--- src/design/synth_cfg_pkg.sv ---
// constants, field layouts and state types shared by the oscillator configuration bank
package synth_cfg_pkg;

	////////////////////////////////////////////////////////////////////////////////
	// register indices (byte address is four times the index)
	localparam int          IDX_LSB        = 2;
	localparam logic [5:0]  IDX_MAIN_CTRL  = 6'h00;
	localparam logic [5:0]  IDX_FORCE_CTRL = 6'h08;
	localparam logic [5:0]  IDX_FIXED_A    = 6'h0D;
	localparam logic [5:0]  IDX_PUMP       = 6'h0E;
	localparam logic [5:0]  IDX_FIXED_B    = 6'h0F;
	localparam logic [5:0]  IDX_BIAS_OVR   = 6'h10;
	localparam logic [5:0]  IDX_BIAS_START = 6'h11;
	localparam logic [5:0]  IDX_FIXED_C    = 6'h12;
	localparam logic [5:0]  IDX_BAND_OVR   = 6'h13;
	localparam logic [5:0]  IDX_CORE_SEL   = 6'h14;
	localparam logic [5:0]  IDX_FIXED_D    = 6'h15;
	localparam logic [5:0]  IDX_FIXED_E    = 6'h16;
	localparam logic [5:0]  IDX_CAL_CTRL   = 6'h30;
	localparam logic [5:0]  IDX_STATUS     = 6'h31;

	////////////////////////////////////////////////////////////////////////////////
	// reset values
	localparam logic [15:0] RST_FORCE_CTRL = 16'h2000;
	localparam logic [15:0] RST_FIXED_A    = 16'h4000;
	localparam logic [15:0] RST_PUMP       = 16'h1840;
	localparam logic [15:0] RST_FIXED_B    = 16'h060E;
	localparam logic [15:0] RST_BIAS_OVR   = 16'h0080;
	localparam logic [15:0] RST_BIAS_START = 16'h0096;
	localparam logic [15:0] RST_FIXED_C    = 16'h0064;
	localparam logic [15:0] RST_BAND_OVR   = 16'h27B7;
	localparam logic [15:0] RST_CORE_SEL   = 16'h3048;
	localparam logic [15:0] RST_FIXED_D    = 16'h0409;
	localparam logic [15:0] RST_FIXED_E    = 16'h0001;
	localparam logic [15:0] RST_CAL_CTRL   = 16'h0000;

	////////////////////////////////////////////////////////////////////////////////
	// field positions
	localparam int          MAIN_RESET_BIT   = 1;
	localparam int          FORCE_BIAS_BIT   = 14;
	localparam int          FORCE_BAND_BIT   = 11;
	localparam int          PUMP_GAIN_LSB    = 3;
	localparam int          PUMP_GAIN_MSB    = 6;
	localparam int          BIAS_MSB         = 8;
	localparam int          BAND_MSB         = 7;
	localparam int          CORE_SEL_LSB     = 11;
	localparam int          CORE_SEL_MSB     = 13;
	localparam int          CORE_FORCE_BIT   = 10;
	localparam int          CAL_START_EN_BIT = 0;

	////////////////////////////////////////////////////////////////////////////////
	// value limits and pump scaling
	localparam logic [7:0]  BAND_CODE_MAX = 8'hB7;
	localparam logic [2:0]  CORE_MIN      = 3'h1;
	localparam logic [2:0]  CORE_MAX      = 3'h6;
	localparam logic [3:0]  PUMP_OFF      = 4'h0;
	localparam logic [13:0] PUMP_STEP_UA  = 14'h0271;
	localparam logic [13:0] PUMP_MAX_UA   = 14'h1ADB;

	////////////////////////////////////////////////////////////////////////////////
	// state types
	typedef enum logic {BUS_IDLE, BUS_ACK} bus_state_t;

	typedef struct packed {
		bus_state_t state;
		logic       waitrequest;
	} bus_ctrl_state_t;

	typedef struct packed {
		logic [8:0] bias;
		logic [7:0] band;
		logic [2:0] core;
	} osc_apply_state_t;

endpackage : synth_cfg_pkg

--- src/design/cfg_link_if.sv ---
// carrier between the bank, its bus handshake and the oscillator override selector
interface cfg_link_if;
	import synth_cfg_pkg::*;
	logic       acc_wr;
	logic       acc_rd;
	logic       bias_force;
	logic       band_force;
	logic       core_force;
	logic [8:0] bias_val;
	logic [7:0] band_val;
	logic [2:0] core_val;
	logic [8:0] cal_bias;
	logic [7:0] cal_band;
	logic [2:0] cal_core;
	logic [8:0] bias_out;
	logic [7:0] band_out;
	logic [2:0] core_out;

	modport bus_mp (output acc_wr, acc_rd);
	modport bank_bus_mp (input acc_wr, acc_rd);
	modport sel_mp (input bias_force, band_force, core_force, bias_val, band_val, core_val,
		cal_bias, cal_band, cal_core, output bias_out, band_out, core_out);
	modport bank_sel_mp (output bias_force, band_force, core_force, bias_val, band_val, core_val,
		cal_bias, cal_band, cal_core, input bias_out, band_out, core_out);
endinterface : cfg_link_if

--- src/design/synth_vco_cal_override_regs.sv ---
// oscillator calibration override and charge pump configuration bank on avalon-mm
// register map, byte address = 4 x index, data in bits 15:0
//   00h main control, bit 1 soft reset
//   08h force control, bits 14 and 11
//   0Dh fixed word a
//   0Eh pump gain, code in bits 6:3
//   0Fh fixed word b
//   10h bias override, bits 8:0
//   11h bias start, bits 8:0
//   12h fixed word c
//   13h band override, bits 7:0
//   14h core select, bits 13:11, force bit 10
//   15h fixed word d
//   16h fixed word e
//   30h calibration control, bit 0
//   31h status, read only
//   others ignore writes, read zero
//
// status word
//   bit 0 pump tri-stated
//   bit 1 band code in range
//   bit 2 core code in range
//   bit 3 start enable
//
// bus timing
//   requests are taken only while idle
//   writes land at the taking edge
//   waitrequest is low one cycle later
//   read data stand in that cycle
//   each access takes two cycles
//
// output timing
//   outputs come from flip-flops
//   fields follow a write one edge after the taking edge
//   fields hold until rewritten
//   applied settings lag the calibration inputs one edge
//   soft reset reloads one edge later
//
// limitations
//   fill patterns are not enforced
//   odd band and core codes still apply
//   pump current saturates above code ten
//   byte lanes 2 and 3 are ignored
//   soft reset keeps user fields
//
// The Avalon-MM register port was left to the implementer.
module synth_vco_cal_override_regs
	import synth_cfg_pkg::*;
(
	// clock and reset
	input  wire logic        clk_sys,
	input  wire logic        rst_n,
	// avalon-mm slave
	input  wire logic [7:0]  address,
	input  wire logic        read,
	input  wire logic        write,
	input  wire logic [31:0] writedata,
	input  wire logic [3:0]  byteenable,
	output logic [31:0]      readdata,
	output logic             waitrequest,
	// calibration engine results
	input  wire logic [8:0]  cal_bias_current,
	input  wire logic [7:0]  cal_band_code,
	input  wire logic [2:0]  cal_core_select,
	// calibration start settings
	output logic [8:0]       osc_bias_cal_start_value,
	output logic [2:0]       cal_start_core,
	output logic             osc_core_start_enable,
	// settings applied to the oscillator
	output logic [8:0]       osc_bias_applied,
	output logic [7:0]       osc_band_applied,
	output logic [2:0]       osc_core_applied,
	// charge pump
	output logic [3:0]       charge_pump_gain,
	output logic             pump_tristate,
	output logic [12:0]      pump_current_ua
);

	////////////////////////////////////////////////////////////////////////////////
	// state of the bank

	// every stored word of the bank plus the output flops, except waitrequest and the applied settings
	typedef struct packed {
		logic [15:0] force_ctrl;
		logic [15:0] fixed_a;
		logic [15:0] pump;
		logic [15:0] fixed_b;
		logic [15:0] bias_ovr;
		logic [15:0] bias_start;
		logic [15:0] fixed_c;
		logic [15:0] band_ovr;
		logic [15:0] core_sel;
		logic [15:0] fixed_d;
		logic [15:0] fixed_e;
		logic [15:0] cal_ctrl;
		logic        soft_reset;
		logic [31:0] rdata;
		logic [8:0]  start_bias;
		logic [2:0]  start_core;
		logic        start_en;
		logic [3:0]  gain;
		logic        tristate;
		logic [12:0] current;
	} bank_state_t;

	// current and next state
	bank_state_t state_reg;
	bank_state_t state_next;

	// reset image: power-on words, outputs to match except pump current, which starts at zero
	localparam bank_state_t BANK_RESET = '{
		force_ctrl: RST_FORCE_CTRL,
		fixed_a:    RST_FIXED_A,
		pump:       RST_PUMP,
		fixed_b:    RST_FIXED_B,
		bias_ovr:   RST_BIAS_OVR,
		bias_start: RST_BIAS_START,
		fixed_c:    RST_FIXED_C,
		band_ovr:   RST_BAND_OVR,
		core_sel:   RST_CORE_SEL,
		fixed_d:    RST_FIXED_D,
		fixed_e:    RST_FIXED_E,
		cal_ctrl:   RST_CAL_CTRL,
		soft_reset: 1'b0,
		rdata:      '0,
		start_bias: RST_BIAS_START[BIAS_MSB:0],
		start_core: RST_CORE_SEL[CORE_SEL_MSB:CORE_SEL_LSB],
		start_en:   1'b0,
		gain:       RST_PUMP[PUMP_GAIN_MSB:PUMP_GAIN_LSB],
		tristate:   1'b0,
		current:    13'h0000
	};

	////////////////////////////////////////////////////////////////////////////////
	// submodules

	// one carrier for strobes and selector
	cfg_link_if link ();

	// word index, read word, pump scaling, status
	logic [5:0]  acc_index;
	logic [15:0] reg_wdata;
	logic [13:0] pump_product;
	logic [3:0]  status_bits;

	// byte offset within a word is ignored
	assign acc_index = address[7:IDX_LSB];

	// bus handshake: strobes and waitrequest
	avalon_wait_ctrl u_wait (
		.clk_sys     (clk_sys),
		.rst_n       (rst_n),
		.read        (read),
		.write       (write),
		.waitrequest (waitrequest),
		.link        (link.bus_mp)
	);

	// registered choice of programmed or calibrated settings
	osc_override_sel u_sel (
		.clk_sys (clk_sys),
		.rst_n   (rst_n),
		.link    (link.sel_mp)
	);

	// settings handed to the override selector
	assign link.bias_force = state_reg.force_ctrl[FORCE_BIAS_BIT];
	assign link.band_force = state_reg.force_ctrl[FORCE_BAND_BIT];
	assign link.core_force = state_reg.core_sel[CORE_FORCE_BIT];
	assign link.bias_val   = state_reg.bias_ovr[BIAS_MSB:0];
	assign link.band_val   = state_reg.band_ovr[BAND_MSB:0];
	assign link.core_val   = state_reg.core_sel[CORE_SEL_MSB:CORE_SEL_LSB];
	assign link.cal_bias   = cal_bias_current;
	assign link.cal_band   = cal_band_code;
	assign link.cal_core   = cal_core_select;

	// top outputs, each from a flip-flop
	assign readdata                 = state_reg.rdata;
	assign osc_bias_cal_start_value = state_reg.start_bias;
	assign cal_start_core           = state_reg.start_core;
	assign osc_core_start_enable    = state_reg.start_en;
	assign osc_bias_applied         = link.bias_out;
	assign osc_band_applied         = link.band_out;
	assign osc_core_applied         = link.core_out;
	assign charge_pump_gain         = state_reg.gain;
	assign pump_tristate            = state_reg.tristate;
	assign pump_current_ua          = state_reg.current;

	////////////////////////////////////////////////////////////////////////////////
	// helpers

	// merge the two low byte lanes of a write into a stored word
	function automatic logic [15:0] lane_merge(input logic [15:0] old_val, input logic [31:0] wdata,
		input logic [3:0] be);
		logic [15:0] merged;
		merged = old_val;
		for (int lane = 0; lane < 2; lane++) begin
			if (be[lane]) begin
				merged[lane*8 +: 8] = wdata[lane*8 +: 8];
			end
		end
		return merged;
	endfunction : lane_merge

	// pump current is gain times step, capped at the top figure
	assign pump_product = 14'({10'h000, state_reg.pump[PUMP_GAIN_MSB:PUMP_GAIN_LSB]} * PUMP_STEP_UA);

	// status: pump off, band in range, core code valid, calibration start enabled
	assign status_bits = {
		state_reg.cal_ctrl[CAL_START_EN_BIT],
		(state_reg.core_sel[CORE_SEL_MSB:CORE_SEL_LSB] >= CORE_MIN) &&
			(state_reg.core_sel[CORE_SEL_MSB:CORE_SEL_LSB] <= CORE_MAX),
		state_reg.band_ovr[BAND_MSB:0] <= BAND_CODE_MAX,
		state_reg.pump[PUMP_GAIN_MSB:PUMP_GAIN_LSB] == PUMP_OFF
	};

	////////////////////////////////////////////////////////////////////////////////
	// next state

	always_comb begin
		// defaults: hold every word, no reset pulse, no read word
		reg_wdata  = '0;
		state_next = state_reg;
		state_next.soft_reset = 1'b0;

		// register writes, held exactly as written
		if (link.acc_wr) begin
			if (acc_index == IDX_MAIN_CTRL) begin
				state_next.soft_reset = writedata[MAIN_RESET_BIT] && byteenable[0];
			end else if (acc_index == IDX_FORCE_CTRL) begin
				state_next.force_ctrl = lane_merge(state_reg.force_ctrl, writedata, byteenable);
			end else if (acc_index == IDX_FIXED_A) begin
				state_next.fixed_a = lane_merge(state_reg.fixed_a, writedata, byteenable);
			end else if (acc_index == IDX_PUMP) begin
				state_next.pump = lane_merge(state_reg.pump, writedata, byteenable);
			end else if (acc_index == IDX_FIXED_B) begin
				state_next.fixed_b = lane_merge(state_reg.fixed_b, writedata, byteenable);
			end else if (acc_index == IDX_BIAS_OVR) begin
				state_next.bias_ovr = lane_merge(state_reg.bias_ovr, writedata, byteenable);
			end else if (acc_index == IDX_BIAS_START) begin
				state_next.bias_start = lane_merge(state_reg.bias_start, writedata, byteenable);
			end else if (acc_index == IDX_FIXED_C) begin
				state_next.fixed_c = lane_merge(state_reg.fixed_c, writedata, byteenable);
			end else if (acc_index == IDX_BAND_OVR) begin
				state_next.band_ovr = lane_merge(state_reg.band_ovr, writedata, byteenable);
			end else if (acc_index == IDX_CORE_SEL) begin
				state_next.core_sel = lane_merge(state_reg.core_sel, writedata, byteenable);
			end else if (acc_index == IDX_FIXED_D) begin
				state_next.fixed_d = lane_merge(state_reg.fixed_d, writedata, byteenable);
			end else if (acc_index == IDX_FIXED_E) begin
				state_next.fixed_e = lane_merge(state_reg.fixed_e, writedata, byteenable);
			end else if (acc_index == IDX_CAL_CTRL) begin
				state_next.cal_ctrl = lane_merge(state_reg.cal_ctrl, writedata, byteenable);
			end
		end

		// software reset reloads the fixed-pattern words, the cycle after it is written
		if (state_reg.soft_reset) begin
			state_next.fixed_a = RST_FIXED_A;
			state_next.fixed_b = RST_FIXED_B;
			state_next.fixed_c = RST_FIXED_C;
			state_next.fixed_d = RST_FIXED_D;
			state_next.fixed_e = RST_FIXED_E;
		end

		// register reads, no side effects; unmapped words and the main control word read zero
		if (link.acc_rd) begin
			if (acc_index == IDX_FORCE_CTRL) begin
				reg_wdata = state_reg.force_ctrl;
			end else if (acc_index == IDX_FIXED_A) begin
				reg_wdata = state_reg.fixed_a;
			end else if (acc_index == IDX_PUMP) begin
				reg_wdata = state_reg.pump;
			end else if (acc_index == IDX_FIXED_B) begin
				reg_wdata = state_reg.fixed_b;
			end else if (acc_index == IDX_BIAS_OVR) begin
				reg_wdata = state_reg.bias_ovr;
			end else if (acc_index == IDX_BIAS_START) begin
				reg_wdata = state_reg.bias_start;
			end else if (acc_index == IDX_FIXED_C) begin
				reg_wdata = state_reg.fixed_c;
			end else if (acc_index == IDX_BAND_OVR) begin
				reg_wdata = state_reg.band_ovr;
			end else if (acc_index == IDX_CORE_SEL) begin
				reg_wdata = state_reg.core_sel;
			end else if (acc_index == IDX_FIXED_D) begin
				reg_wdata = state_reg.fixed_d;
			end else if (acc_index == IDX_FIXED_E) begin
				reg_wdata = state_reg.fixed_e;
			end else if (acc_index == IDX_CAL_CTRL) begin
				reg_wdata = state_reg.cal_ctrl;
			end else if (acc_index == IDX_STATUS) begin
				reg_wdata = {12'h000, status_bits};
			end
			// upper half of the bus word reads zero
			state_next.rdata = {16'h0000, reg_wdata};
		end

		// calibration start settings
		state_next.start_bias = state_reg.bias_start[BIAS_MSB:0];
		state_next.start_core = state_reg.core_sel[CORE_SEL_MSB:CORE_SEL_LSB];
		state_next.start_en   = state_reg.cal_ctrl[CAL_START_EN_BIT];

		// charge pump drive
		state_next.gain     = state_reg.pump[PUMP_GAIN_MSB:PUMP_GAIN_LSB];
		state_next.tristate = state_reg.pump[PUMP_GAIN_MSB:PUMP_GAIN_LSB] == PUMP_OFF;
		if (pump_product > PUMP_MAX_UA) begin
			state_next.current = PUMP_MAX_UA[12:0];
		end else begin
			state_next.current = pump_product[12:0];
		end
	end

	////////////////////////////////////////////////////////////////////////////////
	// state register

	// asynchronous reset loads the reset image
	always_ff @(posedge clk_sys or negedge rst_n) begin
		if (!rst_n) begin
			state_reg <= BANK_RESET;
		end else begin
			state_reg <= state_next;
		end
	end

endmodule : synth_vco_cal_override_regs

--- src/design/avalon_wait_ctrl.sv ---
// avalon handshake: one access strobe per request and a registered waitrequest
module avalon_wait_ctrl
	import synth_cfg_pkg::*;
(
	// clock and reset
	input  wire logic   clk_sys,
	input  wire logic   rst_n,
	// bus request
	input  wire logic   read,
	input  wire logic   write,
	output logic        waitrequest,
	// access strobes to the bank
	cfg_link_if.bus_mp  link
);

	bus_ctrl_state_t state_reg;
	bus_ctrl_state_t state_next;

	// strobe only in idle so a held request is taken once
	assign link.acc_wr = write && (state_reg.state == BUS_IDLE);
	assign link.acc_rd = read && !write && (state_reg.state == BUS_IDLE);
	assign waitrequest = state_reg.waitrequest;

	// idle takes the request, ack drops waitrequest for one cycle
	always_comb begin
		state_next = state_reg;
		case (state_reg.state)
			BUS_IDLE: begin
				if (read || write) begin
					state_next.state       = BUS_ACK;
					state_next.waitrequest = 1'b0;
				end
			end
			default: begin
				state_next.state       = BUS_IDLE;
				state_next.waitrequest = 1'b1;
			end
		endcase
	end

	// state register
	always_ff @(posedge clk_sys or negedge rst_n) begin
		if (!rst_n) begin
			state_reg <= '{state: BUS_IDLE, waitrequest: 1'b1};
		end else begin
			state_reg <= state_next;
		end
	end

endmodule : avalon_wait_ctrl

--- src/design/osc_override_sel.sv ---
// picks programmed or calibrated oscillator settings according to the force bits
module osc_override_sel
	import synth_cfg_pkg::*;
(
	// clock and reset
	input  wire logic   clk_sys,
	input  wire logic   rst_n,
	// settings in, applied settings out
	cfg_link_if.sel_mp  link
);

	osc_apply_state_t state_reg;
	osc_apply_state_t state_next;

	assign link.bias_out = state_reg.bias;
	assign link.band_out = state_reg.band;
	assign link.core_out = state_reg.core;

	// override value replaces calibration result only while its force bit is set
	always_comb begin
		state_next      = state_reg;
		state_next.bias = link.bias_force ? link.bias_val : link.cal_bias;
		state_next.band = link.band_force ? link.band_val : link.cal_band;
		state_next.core = link.core_force ? link.core_val : link.cal_core;
	end

	// state register
	always_ff @(posedge clk_sys or negedge rst_n) begin
		if (!rst_n) begin
			state_reg <= '0;
		end else begin
			state_reg <= state_next;
		end
	end

endmodule : osc_override_sel

--- config.mk ---
export PLATFORM = sky130hd
export DESIGN_NAME = synth_vco_cal_override_regs
export DESIGN_NICKNAME = d
export VERILOG_FILES = /design/src/design/synth_cfg_pkg.sv /design/src/design/cfg_link_if.sv /design/src/design/synth_vco_cal_override_regs.sv /design/src/design/avalon_wait_ctrl.sv /design/src/design/osc_override_sel.sv
export SDC_FILE = /design/constraint.sdc
export NUM_CORES = 1
export LEC_CHECK = 0
export ABC_AREA = 1
export ABC_CLOCK_PERIOD_IN_PS = 5900
export BUFFER_PORTS_ARGS = -buffer_cell sky130_fd_sc_hd__buf_2
export CAP_MARGIN = 20
export CELL_PAD_IN_SITES_DETAIL_PLACEMENT = 0
export CELL_PAD_IN_SITES_GLOBAL_PLACEMENT = 1
export CORE_MARGIN = 2
export CORE_UTILIZATION = 48
export CTS_CLUSTER_SIZE = 20
export DETAILED_ROUTE_END_ITERATION = 8
export GPL_TIMING_DRIVEN = 0
export PLACE_DENSITY_LB_ADDON = 0.1
export SETUP_SLACK_MARGIN = 0.5
export SLEW_MARGIN = 20
export SYNTH_ARGS = -nofsm -noshare
export SYNTH_HDL_FRONTEND = slang
export SYNTH_SLANG_ARGS = --single-unit
--- constraint.sdc ---
create_clock -name clk_sys -period 5.9 [get_ports clk_sys]
set_input_delay 0.885 -clock clk_sys [delete_from_list [all_inputs] [get_ports clk_sys]]
set_output_delay 0.885 -clock clk_sys [all_outputs]
set_load 0.005 [all_outputs]
### Yosys cells after proc, flatten, opt, wreduce, memory -nomap -nowiden

Cells that the tools add are included.

* $mul: 1
* order comparisons: 4
* eq/ne operators: 24
* muxes and demuxes: 62
* bitwise operators: 13
* reductions and logical operators: 42

Operator list (count)
* two-way mux 16 bit: 27
* two-way mux 176 bit: 2
* two-way mux 177 bit: 1
* two-way mux 160 bit: 1
* two-way mux 144 bit: 1
* two-way mux 128 bit: 1
* two-way mux 8 bit: 15
* two-way mux 112 bit: 1
* two-way mux 96 bit: 1
* two-way mux 80 bit: 1
* two-way mux 32 bit: 2
* two-way mux 64 bit: 1
* two-way mux 48 bit: 1
* equality test 6 x 5 -> 1 bit (second input constant): 7
* AND reduction 15 bit: 2
* AND reduction 14 bit: 2
* AND reduction 13 bit: 2
* equality test 6 x 4 -> 1 bit (second input constant): 4
* AND reduction 12 bit: 2
* != test 2 bit (second input constant): 11
* AND reduction 11 bit: 2
* AND reduction 10 bit: 2
* AND reduction 9 bit: 2
* nonzero test 2 bit: 9
* 23 further kinds: 46

* register bits after elaboration: 262
* input bits: 68
* output and inout bits: 84
* logic and storage cells: 183

### Logic depth before layout (Yosys ltp)

Gate-level depths: netlist (run 1).

* depth in word-level cells: 16
* depth in mapped cells: 14
* gate-level depth less buffers: 14

### By module

Synthesis (run 1) repeated with hierarchy kept, for this count alone.

* cells, all modules: 1486
* area total of the unflattened synthesis: 12509.5 sq um

By module, submodules not included
* synth_vco_cal_override_regs: instances 1, cells each 1392, area an instance 11653.7 sq um, sequential area each 6034.5 sq um
* osc_override_sel: instances 1, cells each 85, area an instance 772.0 sq um, sequential area each 500.5 sq um
* avalon_wait_ctrl: instances 1, cells each 9, area an instance 83.8 sq um, sequential area each 51.3 sq um

### Worst setup path after synthesis (run 1)

OpenSTA, ideal clock, no wires.

* kind: register to register
* start: register state_reg (netlist bit state_next[17])
* end: register state_reg (netlist bit pump_current_ua[12])
* library setup time: 128 ps
* arrival: 2221 ps
* required time: 5772 ps
* path slack: 3551 ps
* stages on the path, launching flop included: 10
* buffers on the path: 0
* period minus slack after synthesis: 2349 ps
* cells stage by stage: dfstp_2 > fa_1 > ha_1 > fa_1 > a31oi_1 > nor2_1 > inv_1 > a21oi_1 > a21oi_1 > o21ai_0

RTL lines
* from (decl): line synth_vco_cal_override_regs.sv:107 `bank_state_t state_reg;`
* from (signal assigned): line synth_vco_cal_override_regs.sv:322 `state_reg <= state_next;`

==> results.toml, run 1 <==
[status]
outcome = "complete, no violations"

[setup_path]
cp-end-kind = "flop"
reg2reg_to = "pump_current_ua[12]$_DFF_PN0_"
path_max_fanout = 9
critPathArrivalTime_ps = 3000
critPathRequiredTime_ps = 6310
rr_startpoint = "state_next[16]$_DFFE_PN0P_"
cp-start-kind = "flop"
path_class = "reg2reg"
ff2ff_path_depth = 12
r2r_slack_ps = 3310

[final_layout]
final_nets = 1699
utilization_pct = 56.5
fin_cells = 1967
final_cell_area_sq_um = 14600
final_common_cell = "nand2_1"
layout_common_cells = "nand2_1, dfrtp_1, o21ai_0"
diodes = 0
syn_to_final_growth_pct = 16.4
largest_reg_flops = 156
drive_gt1_share_pct = 23.2

[sta]
rsz0062_at_grt = "false"
hold_violations = 0
worst_slack_ps = 3310
drv_slew = 0
fin_worst_skew_ps = 11.0
whs_ps = 145
worst_pin_slew_ps = 860
finalSetupViolCount = 0
min_period_ps = 2590
fin_crit_sh_pct = 43.9
slew_headroom_pct = 42.5
fmax_ghz = 0.387

[clock_tree]
worstSkewPairLatency_ps = 550
numCtsBuffers = 28
path_clk_slew_ps = 60
cts_setup_buffers = 0
cts.sinks = 261
cts_max_level = 1
cts-root-buf = "clkbuf_16"
cts_tree = "yes"
clockBufferDepth = 3
cts.repair.resized = 0
cts_hold_buf = 0

[synth]
netlist_instances = 1448
synth_seq_area_share_pct = 52.4
yosys_most_used_dff = "dfrtp_1"
synth_area_per_cell_sq_um = 8.68
synth_seq_cells = 261
synth.distinct_cells = 48
synth-edff-count = 0
ys_async_sr_fraction_pct = 100
syn_area_sq_um = 12600
ys_warn_count = 0

[drt]
vias_per_cell = 5.22
drtPass1Iterations = 5
drtIter0Drc = 843
vias = 10263
ant_nets = 0
drc = 0
routed_wl_microns = 35200
wl_per_cell_microns = 17.9

[placed_design]
dp_hpwl_microns = 26200
pre_cts_slack_ps = 2900
place_area_sq_um = 13700
port-buffer-count = 115
dp.cells = 1916
gp_congestion = 0.865

[die]
core_region_area_sq_um = 25900
start_util_pct = 48.5
die_h_microns = 166
rows = 59
die_w_microns = 166
die-area_sq_um = 27500
pin_count = 152

[worst_hold_path]
min_path_type = "in2async"

[global_route]
grt_pass1_vias = 9907
antenna_found_initial = 0
grt_usage_pct = 25.8
grt_max_degree = 101
grt_pass1_wl_microns = 56100
overflow = 0

[run]
max_cap_violations = 0

[pwr]
p_leak_nw = 7.31
vdd_drop_max_uv = 204
powerDensity_nw_per_um2 = 292
==> worst max-delay path by stage <==
stage,start,endpoint,slack (ps),cells after the start
2_1_floorplan,state_next[17]$_DFFE_PN1P_,pump_current_ua[12]$_DFF_PN0_,3550,9
3_3_place_gp,rst_n,readdata[14]$_DFFE_PN0P_,-830,1
3_5_place_dp,write,state_reg[150]$_DFFE_PN1P_,2900,8
4_1_cts,state_next[16]$_DFFE_PN0P_,pump_current_ua[12]$_DFF_PN0_,3310,12
5_1_grt,state_next[16]$_DFFE_PN0P_,pump_current_ua[12]$_DFF_PN0_,3080,12
6_report,state_next[16]$_DFFE_PN0P_,pump_current_ua[12]$_DFF_PN0_,3310,12
==> area by class of cell <==
class / instances / area [sq um]
Clock buffer: 39 / 793
Buffer: 105 / 673
Inverter: 140 / 526
Fill cell: 2476 / 11300
Sequential cell: 261 / 6590
Multi-Input combinational cell: 957 / 4840
Tap cell: 335 / 419
Clock inverter: 12 / 128
Timing Repair Buffer: 118 / 668
==> critical path: stages (launching register included) <==
cell,delay (ps)
dfrtp_1,560
inv_1,200
ha_1,340
ha_1,190
ha_1,350
a21oi_1,170
inv_1,50
a31oi_1,190
nor2_1,60
inv_1,70
a21oi_1,70
a21oi_1,110
o21ai_0,110
==> per-layer routing <==
layer  track usage, %  vias up  share of wire [%]
met5                0        -                  0
met4             8.47        0                3.4
met3             3.27       74                5.0
met2             41.7      308                 47
met1             36.3     4913                 45
li1                 -     4968                  -
==> power by group <==
group	switching, mW	total [mW]	leakage, nW	internal [mW]
Sequential	0.0740	2.02	3.27	1.95
Clock	0.731	1.76	0.428	1.03
Combinational	0.284	0.494	3.61	0.209
==> metrics by stage <==
stage,total power [mW],setup TNS [ps]
floorplan,2.33,0
detailed placement,2.55,0
CTS,4.31,0
global placement,2.53,-174500
finish,4.27,0
global route,4.46,0
==> synth_stat cells, drive strengths merged (13+ instances only) <==
master,instances,area share (%)
a211oi,17,1.0
a21oi,61,2.6
buf,84,4.7
clkbuf,21,0.63
dfrtp,217,43
dfstp,44,9.2
ha,17,1.7
inv,135,4.0
nand2,407,13
nand3,55,2.2
nor2,87,3.2
nor3,13,0.94
o21ai,180,7.2
or2,28,1.4
==> cells by family after synthesis <==
family / Yosys count / synth area share (%)
adder cells (fa/ha/maj): 20 / 2.17
other: 1 / 0.0298
flip-flops: 261 / 52.4
AO/OA/AOI/OAI: 317 / 14.6
buffers and inverters: 245 / 9.54
AND/OR/NAND/NOR: 603 / 21.2
multiplexers: 1 / 0.0896
(Power assumes the default switching activity.)
==> inputs of run 2 (changes only) <==
--- a/config.mk
+++ b/config.mk
@@ -6,13 +6,13 @@
 export NUM_CORES = 1
 export LEC_CHECK = 0
 export ABC_AREA = 1
-export ABC_CLOCK_PERIOD_IN_PS = 5900
+export ABC_CLOCK_PERIOD_IN_PS = 2600
 export BUFFER_PORTS_ARGS = -buffer_cell sky130_fd_sc_hd__buf_2
 export CAP_MARGIN = 20
 export CELL_PAD_IN_SITES_DETAIL_PLACEMENT = 0
 export CELL_PAD_IN_SITES_GLOBAL_PLACEMENT = 1
 export CORE_MARGIN = 2
-export CORE_UTILIZATION = 48
+export CORE_UTILIZATION = 44
 export CTS_CLUSTER_SIZE = 20
 export DETAILED_ROUTE_END_ITERATION = 8
 export GPL_TIMING_DRIVEN = 0
==> constraint.sdc (replaced) <==
create_clock -name clk_sys -period 2.6 [get_ports clk_sys]
set_input_delay 0.39 -clock clk_sys [delete_from_list [all_inputs] [get_ports clk_sys]]
set_output_delay 0.39 -clock clk_sys [all_outputs]
set_load 0.005 [all_outputs]
==> results.toml, run 2 (same netlist as run 1, synthesis figures left out) <==
[drt]
vias = 10365
drtIter0Drc = 882
routed_wl_microns = 36500
vias_per_cell = 5.11
drc = 0
drtPass1Iterations = 5
wl_per_cell_microns = 18.0
ant_nets = 0

[global_route]
antenna_found_initial = 0
grt_max_degree = 94
grt_usage_pct = 24.6
overflow = 0
grt_pass1_wl_microns = 58000
grt_pass1_vias = 10177

[sta]
worst_slack_ps = 307
finalSetupViolCount = 0
fmax_ghz = 0.436
fin_worst_skew_ps = 9.56
rsz0062_at_grt = "true"
slew_headroom_pct = 56.3
hold_violations = 0
min_period_ps = 2290
finalSetupTns_ps = 0
drv_slew = 0
worst_pin_slew_ps = 656
fin_crit_sh_pct = 88.2

[pwr]
p_sw_mw = 2.52
power_frac_seq_pct = 43.6
combPwrFrac_pct = 11.2
internal_power_mw = 8.00
vdd_drop_max_uv = 419
switching_share_pct = 23.9
clock_power_share_pct = 45.2
power_mw = 10.5
powerDensity_nw_per_um2 = 695
p_leak_nw = 7.52

[run]
max_cap_violations = 0

[setup_path]
crit_end = "pump_current_ua[12]$_DFF_PN0_"
reg2reg_to = "pump_current_ua[12]$_DFF_PN0_"
cp-end-kind = "flop"
max_stage_delay_ps = 570
path_class = "reg2reg"
critPathMostFrequentCell = "a21oi_1"
r2r_slack_ps = 310
path_cells = "fa_1 > ha_4 > fa_2 > a31oi_4 > nor2_1 > inv_1 > a21oi_1 > a21oi_1 > o21ai_1"
cp_slowest_cell = "dfstp_2"
startpoint = "state_next[17]$_DFFE_PN1P_"
rr_startpoint = "state_next[17]$_DFFE_PN1P_"
path_max_fanout = 4
cp-start-kind = "flop"
critPathArrivalTime_ps = 2720
critPathRequiredTime_ps = 3030
ff2ff_path_depth = 9

[clock_tree]
cts_tree = "yes"
worstSkewPairLatency_ps = 540
clockBufferDepth = 3
path_clk_slew_ps = 60
cts-root-buf = "clkbuf_16"
numCtsBuffers = 29
cts_max_level = 1
cts.sinks = 261

[die]
rows = 61
pin_count = 152
die_h_microns = 173
start_util_pct = 45.0
die_w_microns = 173
core_region_area_sq_um = 27900
die-area_sq_um = 29900

[placed_design]
dp.cells = 1958
pre_cts_slack_ps = 68.0
port-buffer-count = 115
dp_hpwl_microns = 26700
gp_congestion = 0.869

[final_layout]
diodes = 0
drive_gt1_share_pct = 25.7
utilization_pct = 54.2
fin_cells = 2030
syn_to_final_growth_pct = 20.5
fillerInstances = 2697
layout_common_cells = "nand2_1, dfrtp_1, o21ai_0"
final_common_cell = "nand2_1"
largest_reg_flops = 156
final_nets = 1718

[status]
outcome = "complete, no violations"

[worst_hold_path]
min_path_type = "in2reg"
-- run 2: how the worst min path moves through the flow --
stage / startpoint / endpoint / cells after the start
after floorplan: rst_n / cal_start_core[0]$_DFF_PN0_ / 0
after global placement: state_next[26]$_DFFE_PN1P_ / osc_bias_cal_start_value[4]$_DFF_PN1_ / 0
after detailed placement: state_next[29]$_DFFE_PN1P_ / osc_bias_cal_start_value[7]$_DFF_PN1_ / 0
after CTS: cal_bias_current[8] / u_sel.link.bias_out[8]$_DFF_PN0_ / 3
after global routing: cal_bias_current[7] / u_sel.link.bias_out[7]$_DFF_PN0_ / 3
final: cal_bias_current[7] / u_sel.link.bias_out[7]$_DFF_PN0_ / 3
-- run 2: critical path: cells and delay by family (launching register included) --
family	cells	cell delay (ps)
simple gates	1	50
flops	1	570
buf+inv	1	70
compound gates	4	430
fa+ha+maj	3	1060
-- run 2: layer usage --
layer	wire (microns)	part of all wire [%]	track usage [%]
met5	0	0	0
met4	1290	3.5	7.70
met3	1720	4.7	2.26
met2	16700	46	40.1
met1	16800	46	34.9
-- run 2: what timing repair did --
item                                   4_1_cts  5_1_grt
setup endpoints to repair                   98       25
endpoints found under the hold margin       68        0
pin swaps                                    3        2
hold buffers                                 1        0
gates resized for setup                     20        7
buffers inserted                            12        6
-- run 2: metrics by stage --
step	hold WS [ps]	area [sq um]
3_3_place_gp	369	13700
4_1_cts	27.6	15100
2_1_floorplan	94.4	12700
3_5_place_dp	368	13800
5_1_grt	41.1	15100
6_report	44.5	15100
-- run 2: area by class of cell --
cell class	instances	area, sq um	share of cell area [%]
sequential	261	6590	43.5
multi-input combinational	957	4970	32.8
clock buffer	39	813	5.37
inverter	140	528	3.49
timing repair buffer	136	798	5.27
buffer	105	674	4.45
tap	378	473	3.12
clock inverter	14	295	1.95
-- run 2: power groups by stage --
stage | Sequential, mW | Combinational, mW | Clock [mW]
detailed placement | 4.66 | 1.14 | 0
floorplan | 4.62 | 0.676 | 0
global placement | 4.66 | 1.11 | 0
CTS | 4.59 | 1.18 | 4.83
global route | 4.63 | 1.33 | 4.98
finish | 4.59 | 1.18 | 4.75
==> inputs of run 3 (changes only) <==
--- a/config.mk
+++ b/config.mk
@@ -12,7 +12,8 @@
 export CELL_PAD_IN_SITES_DETAIL_PLACEMENT = 0
 export CELL_PAD_IN_SITES_GLOBAL_PLACEMENT = 1
 export CORE_MARGIN = 2
-export CORE_UTILIZATION = 44
+export CORE_UTILIZATION = 46
+export CTS_BUF_LIST = sky130_fd_sc_hd__clkbuf_4
 export CTS_CLUSTER_SIZE = 20
 export DETAILED_ROUTE_END_ITERATION = 8
 export GPL_TIMING_DRIVEN = 0
==> results.toml, run 3 (same netlist as run 1, synthesis figures left out) <==
[drt]
vias_per_cell = 5.11
vias = 10738
routed_wl_microns = 37000
wl_per_cell_microns = 17.6
drtPass1Iterations = 5
drtIter0Drc = 737
drc = 0
ant_nets = 0

[placed_design]
port-buffer-count = 115
dp.cells = 1921
dp_hpwl_microns = 26300
gp_congestion = 0.894

[final_layout]
area.sequential_sq_um = 6590
final_nets = 1788
drive_gt1_share_pct = 28.4
largest_reg_flops = 156
multi_input_area_sq_um = 5000
final_common_cell = "nand2_1"
fillerInstances = 2564
layout_common_cells = "nand2_1, dfrtp_1, o21ai_0"
fin_cells = 2102
syn_to_final_growth_pct = 21.6

[die]
die-area_sq_um = 28700
start_util_pct = 46.8
pin_count = 152
die_h_microns = 169
core_region_area_sq_um = 26900
die_w_microns = 169
rows = 60

[sta]
finalSetupViolCount = 0
worst_pin_slew_ps = 684
min_period_ps = 2360
fmax_ghz = 0.423
slew_headroom_pct = 54.4
fin_crit_sh_pct = 90.9
fin_worst_skew_ps = 29.8
drv_slew = 0
hold_violations = 0
rsz0062_at_grt = "true"

[global_route]
grt_pass1_wl_microns = 57500
grt_usage_pct = 26.2
antenna_found_initial = 1
grt_pass1_vias = 10418
overflow = 0
grt_max_degree = 95

[setup_path]
path_max_fanout = 4
critPathArrivalTime_ps = 2900
startpoint = "state_next[17]$_DFFE_PN1P_"
path_class = "reg2reg"
cp-end-kind = "flop"
rr_startpoint = "state_next[17]$_DFFE_PN1P_"
critPathRequiredTime_ps = 3140
cp-start-kind = "flop"

[clock_tree]
clockBufferDepth = 3
cts.sinks = 261
path_clk_slew_ps = 60
cts-root-buf = "clkbuf_4"
worstSkewPairLatency_ps = 690
cts_max_level = 3
numCtsBuffers = 75
cts_tree = "yes"

[status]
outcome = "complete, no violations"

[worst_hold_path]
worstHoldStart = "writedata[14]"
min_path_type = "in2reg"

[pwr]
powerDensity_nw_per_um2 = 641
p_leak_nw = 7.67
vdd_drop_max_uv = 402
power_mw = 9.79

[run]
max_cap_violations = 0
## run 3: changes by cell type in the layout (fill, tap and decap cells not counted), moves of 5 or more
cell,before,now
clkbuf_8,5,0
buf_4,82,76
clkbuf_4,0,120
bufinv_16,9,1
clkinv_1,5,16
clkbuf_16,29,0
dlygate4sd3_1,1,30
clkbuf_1,25,20
## run 3: per-layer routing
metal / up-vias / GRT usage, % / routed length [microns]
met1: 5119 / 34.8 / 16500
met3: 67 / 4.83 / 2150
met2: 349 / 42.3 / 17100
met5: - / 0 / 0
met4: 0 / 11.4 / 1150
li1: 5203 / - / -
## run 3: cell type report
type	instances	area share, %
Buffer	105	4.42
Inverter	140	3.46
Multi-Input combinational cell	957	32.8
Antenna cell	1	0.0164
Tap cell	341	2.79
Clock inverter	17	0.623
Clock buffer	120	5.90
Sequential cell	261	43.1
Timing Repair Buffer	160	6.91
## run 3: repair_timing
| action | in CTS | in global routing |
|---|---|---|
| pin swaps | 6 | 7 |
| buffers inserted | 11 | 2 |
| setup endpoints to repair | 89 | 64 |
| hold buffers | 30 | 0 |
| endpoints found under the hold margin | 95 | 0 |
| gates resized for setup | 14 | 17 |
## run 3: path summary, 6_finish.rpt
kind	end	slack (ps)	cells after the start
max in group asynchronous	state_reg[253]$_DFFE_PN1P_	990	4
min in group asynchronous	u_sel.link.band_out[6]$_DFF_PN0_	270	2
min	state_reg[158]$_DFFE_PN0P_	40	3
min reg2reg	osc_bias_cal_start_value[4]$_DFF_PN1_	370	0
max	pump_current_ua[12]$_DFF_PN0_	240	9
max reg2reg	pump_current_ua[12]$_DFF_PN0_	240	9
## run 3: critical path: stages (launching register included)
cell and delay [ps]:
dfstp_2 590, fa_1 440, ha_4 260, fa_2 370
a31oi_4 180, nor2_1 60, inv_1 90, a21oi_2 70
a21oi_1 110, o21ai_1 70
## run 3: where the power goes
part | switching [mW] | leakage [nW] | internal [mW]
Combinational | 0.677 | 3.80 | 0.535
Clock | 1.80 | 0.600 | 2.19
Sequential | 0.165 | 3.27 | 4.42
## run 3: stage by stage
step                      setup slack [ps]  hold WS, ps  utilization, %  TNS [ps]  area, sq um
after floorplan                        316         94.4               -         0        12700
after global placement               -4110          366            50.8   -875480        13700
after detailed placement               103          375            51.1         0        13700
after CTS                              216         3.83            56.5         0        15200
after global routing                   173         29.4            56.8         0        15300
final                                  237         43.5            56.8         0        15300
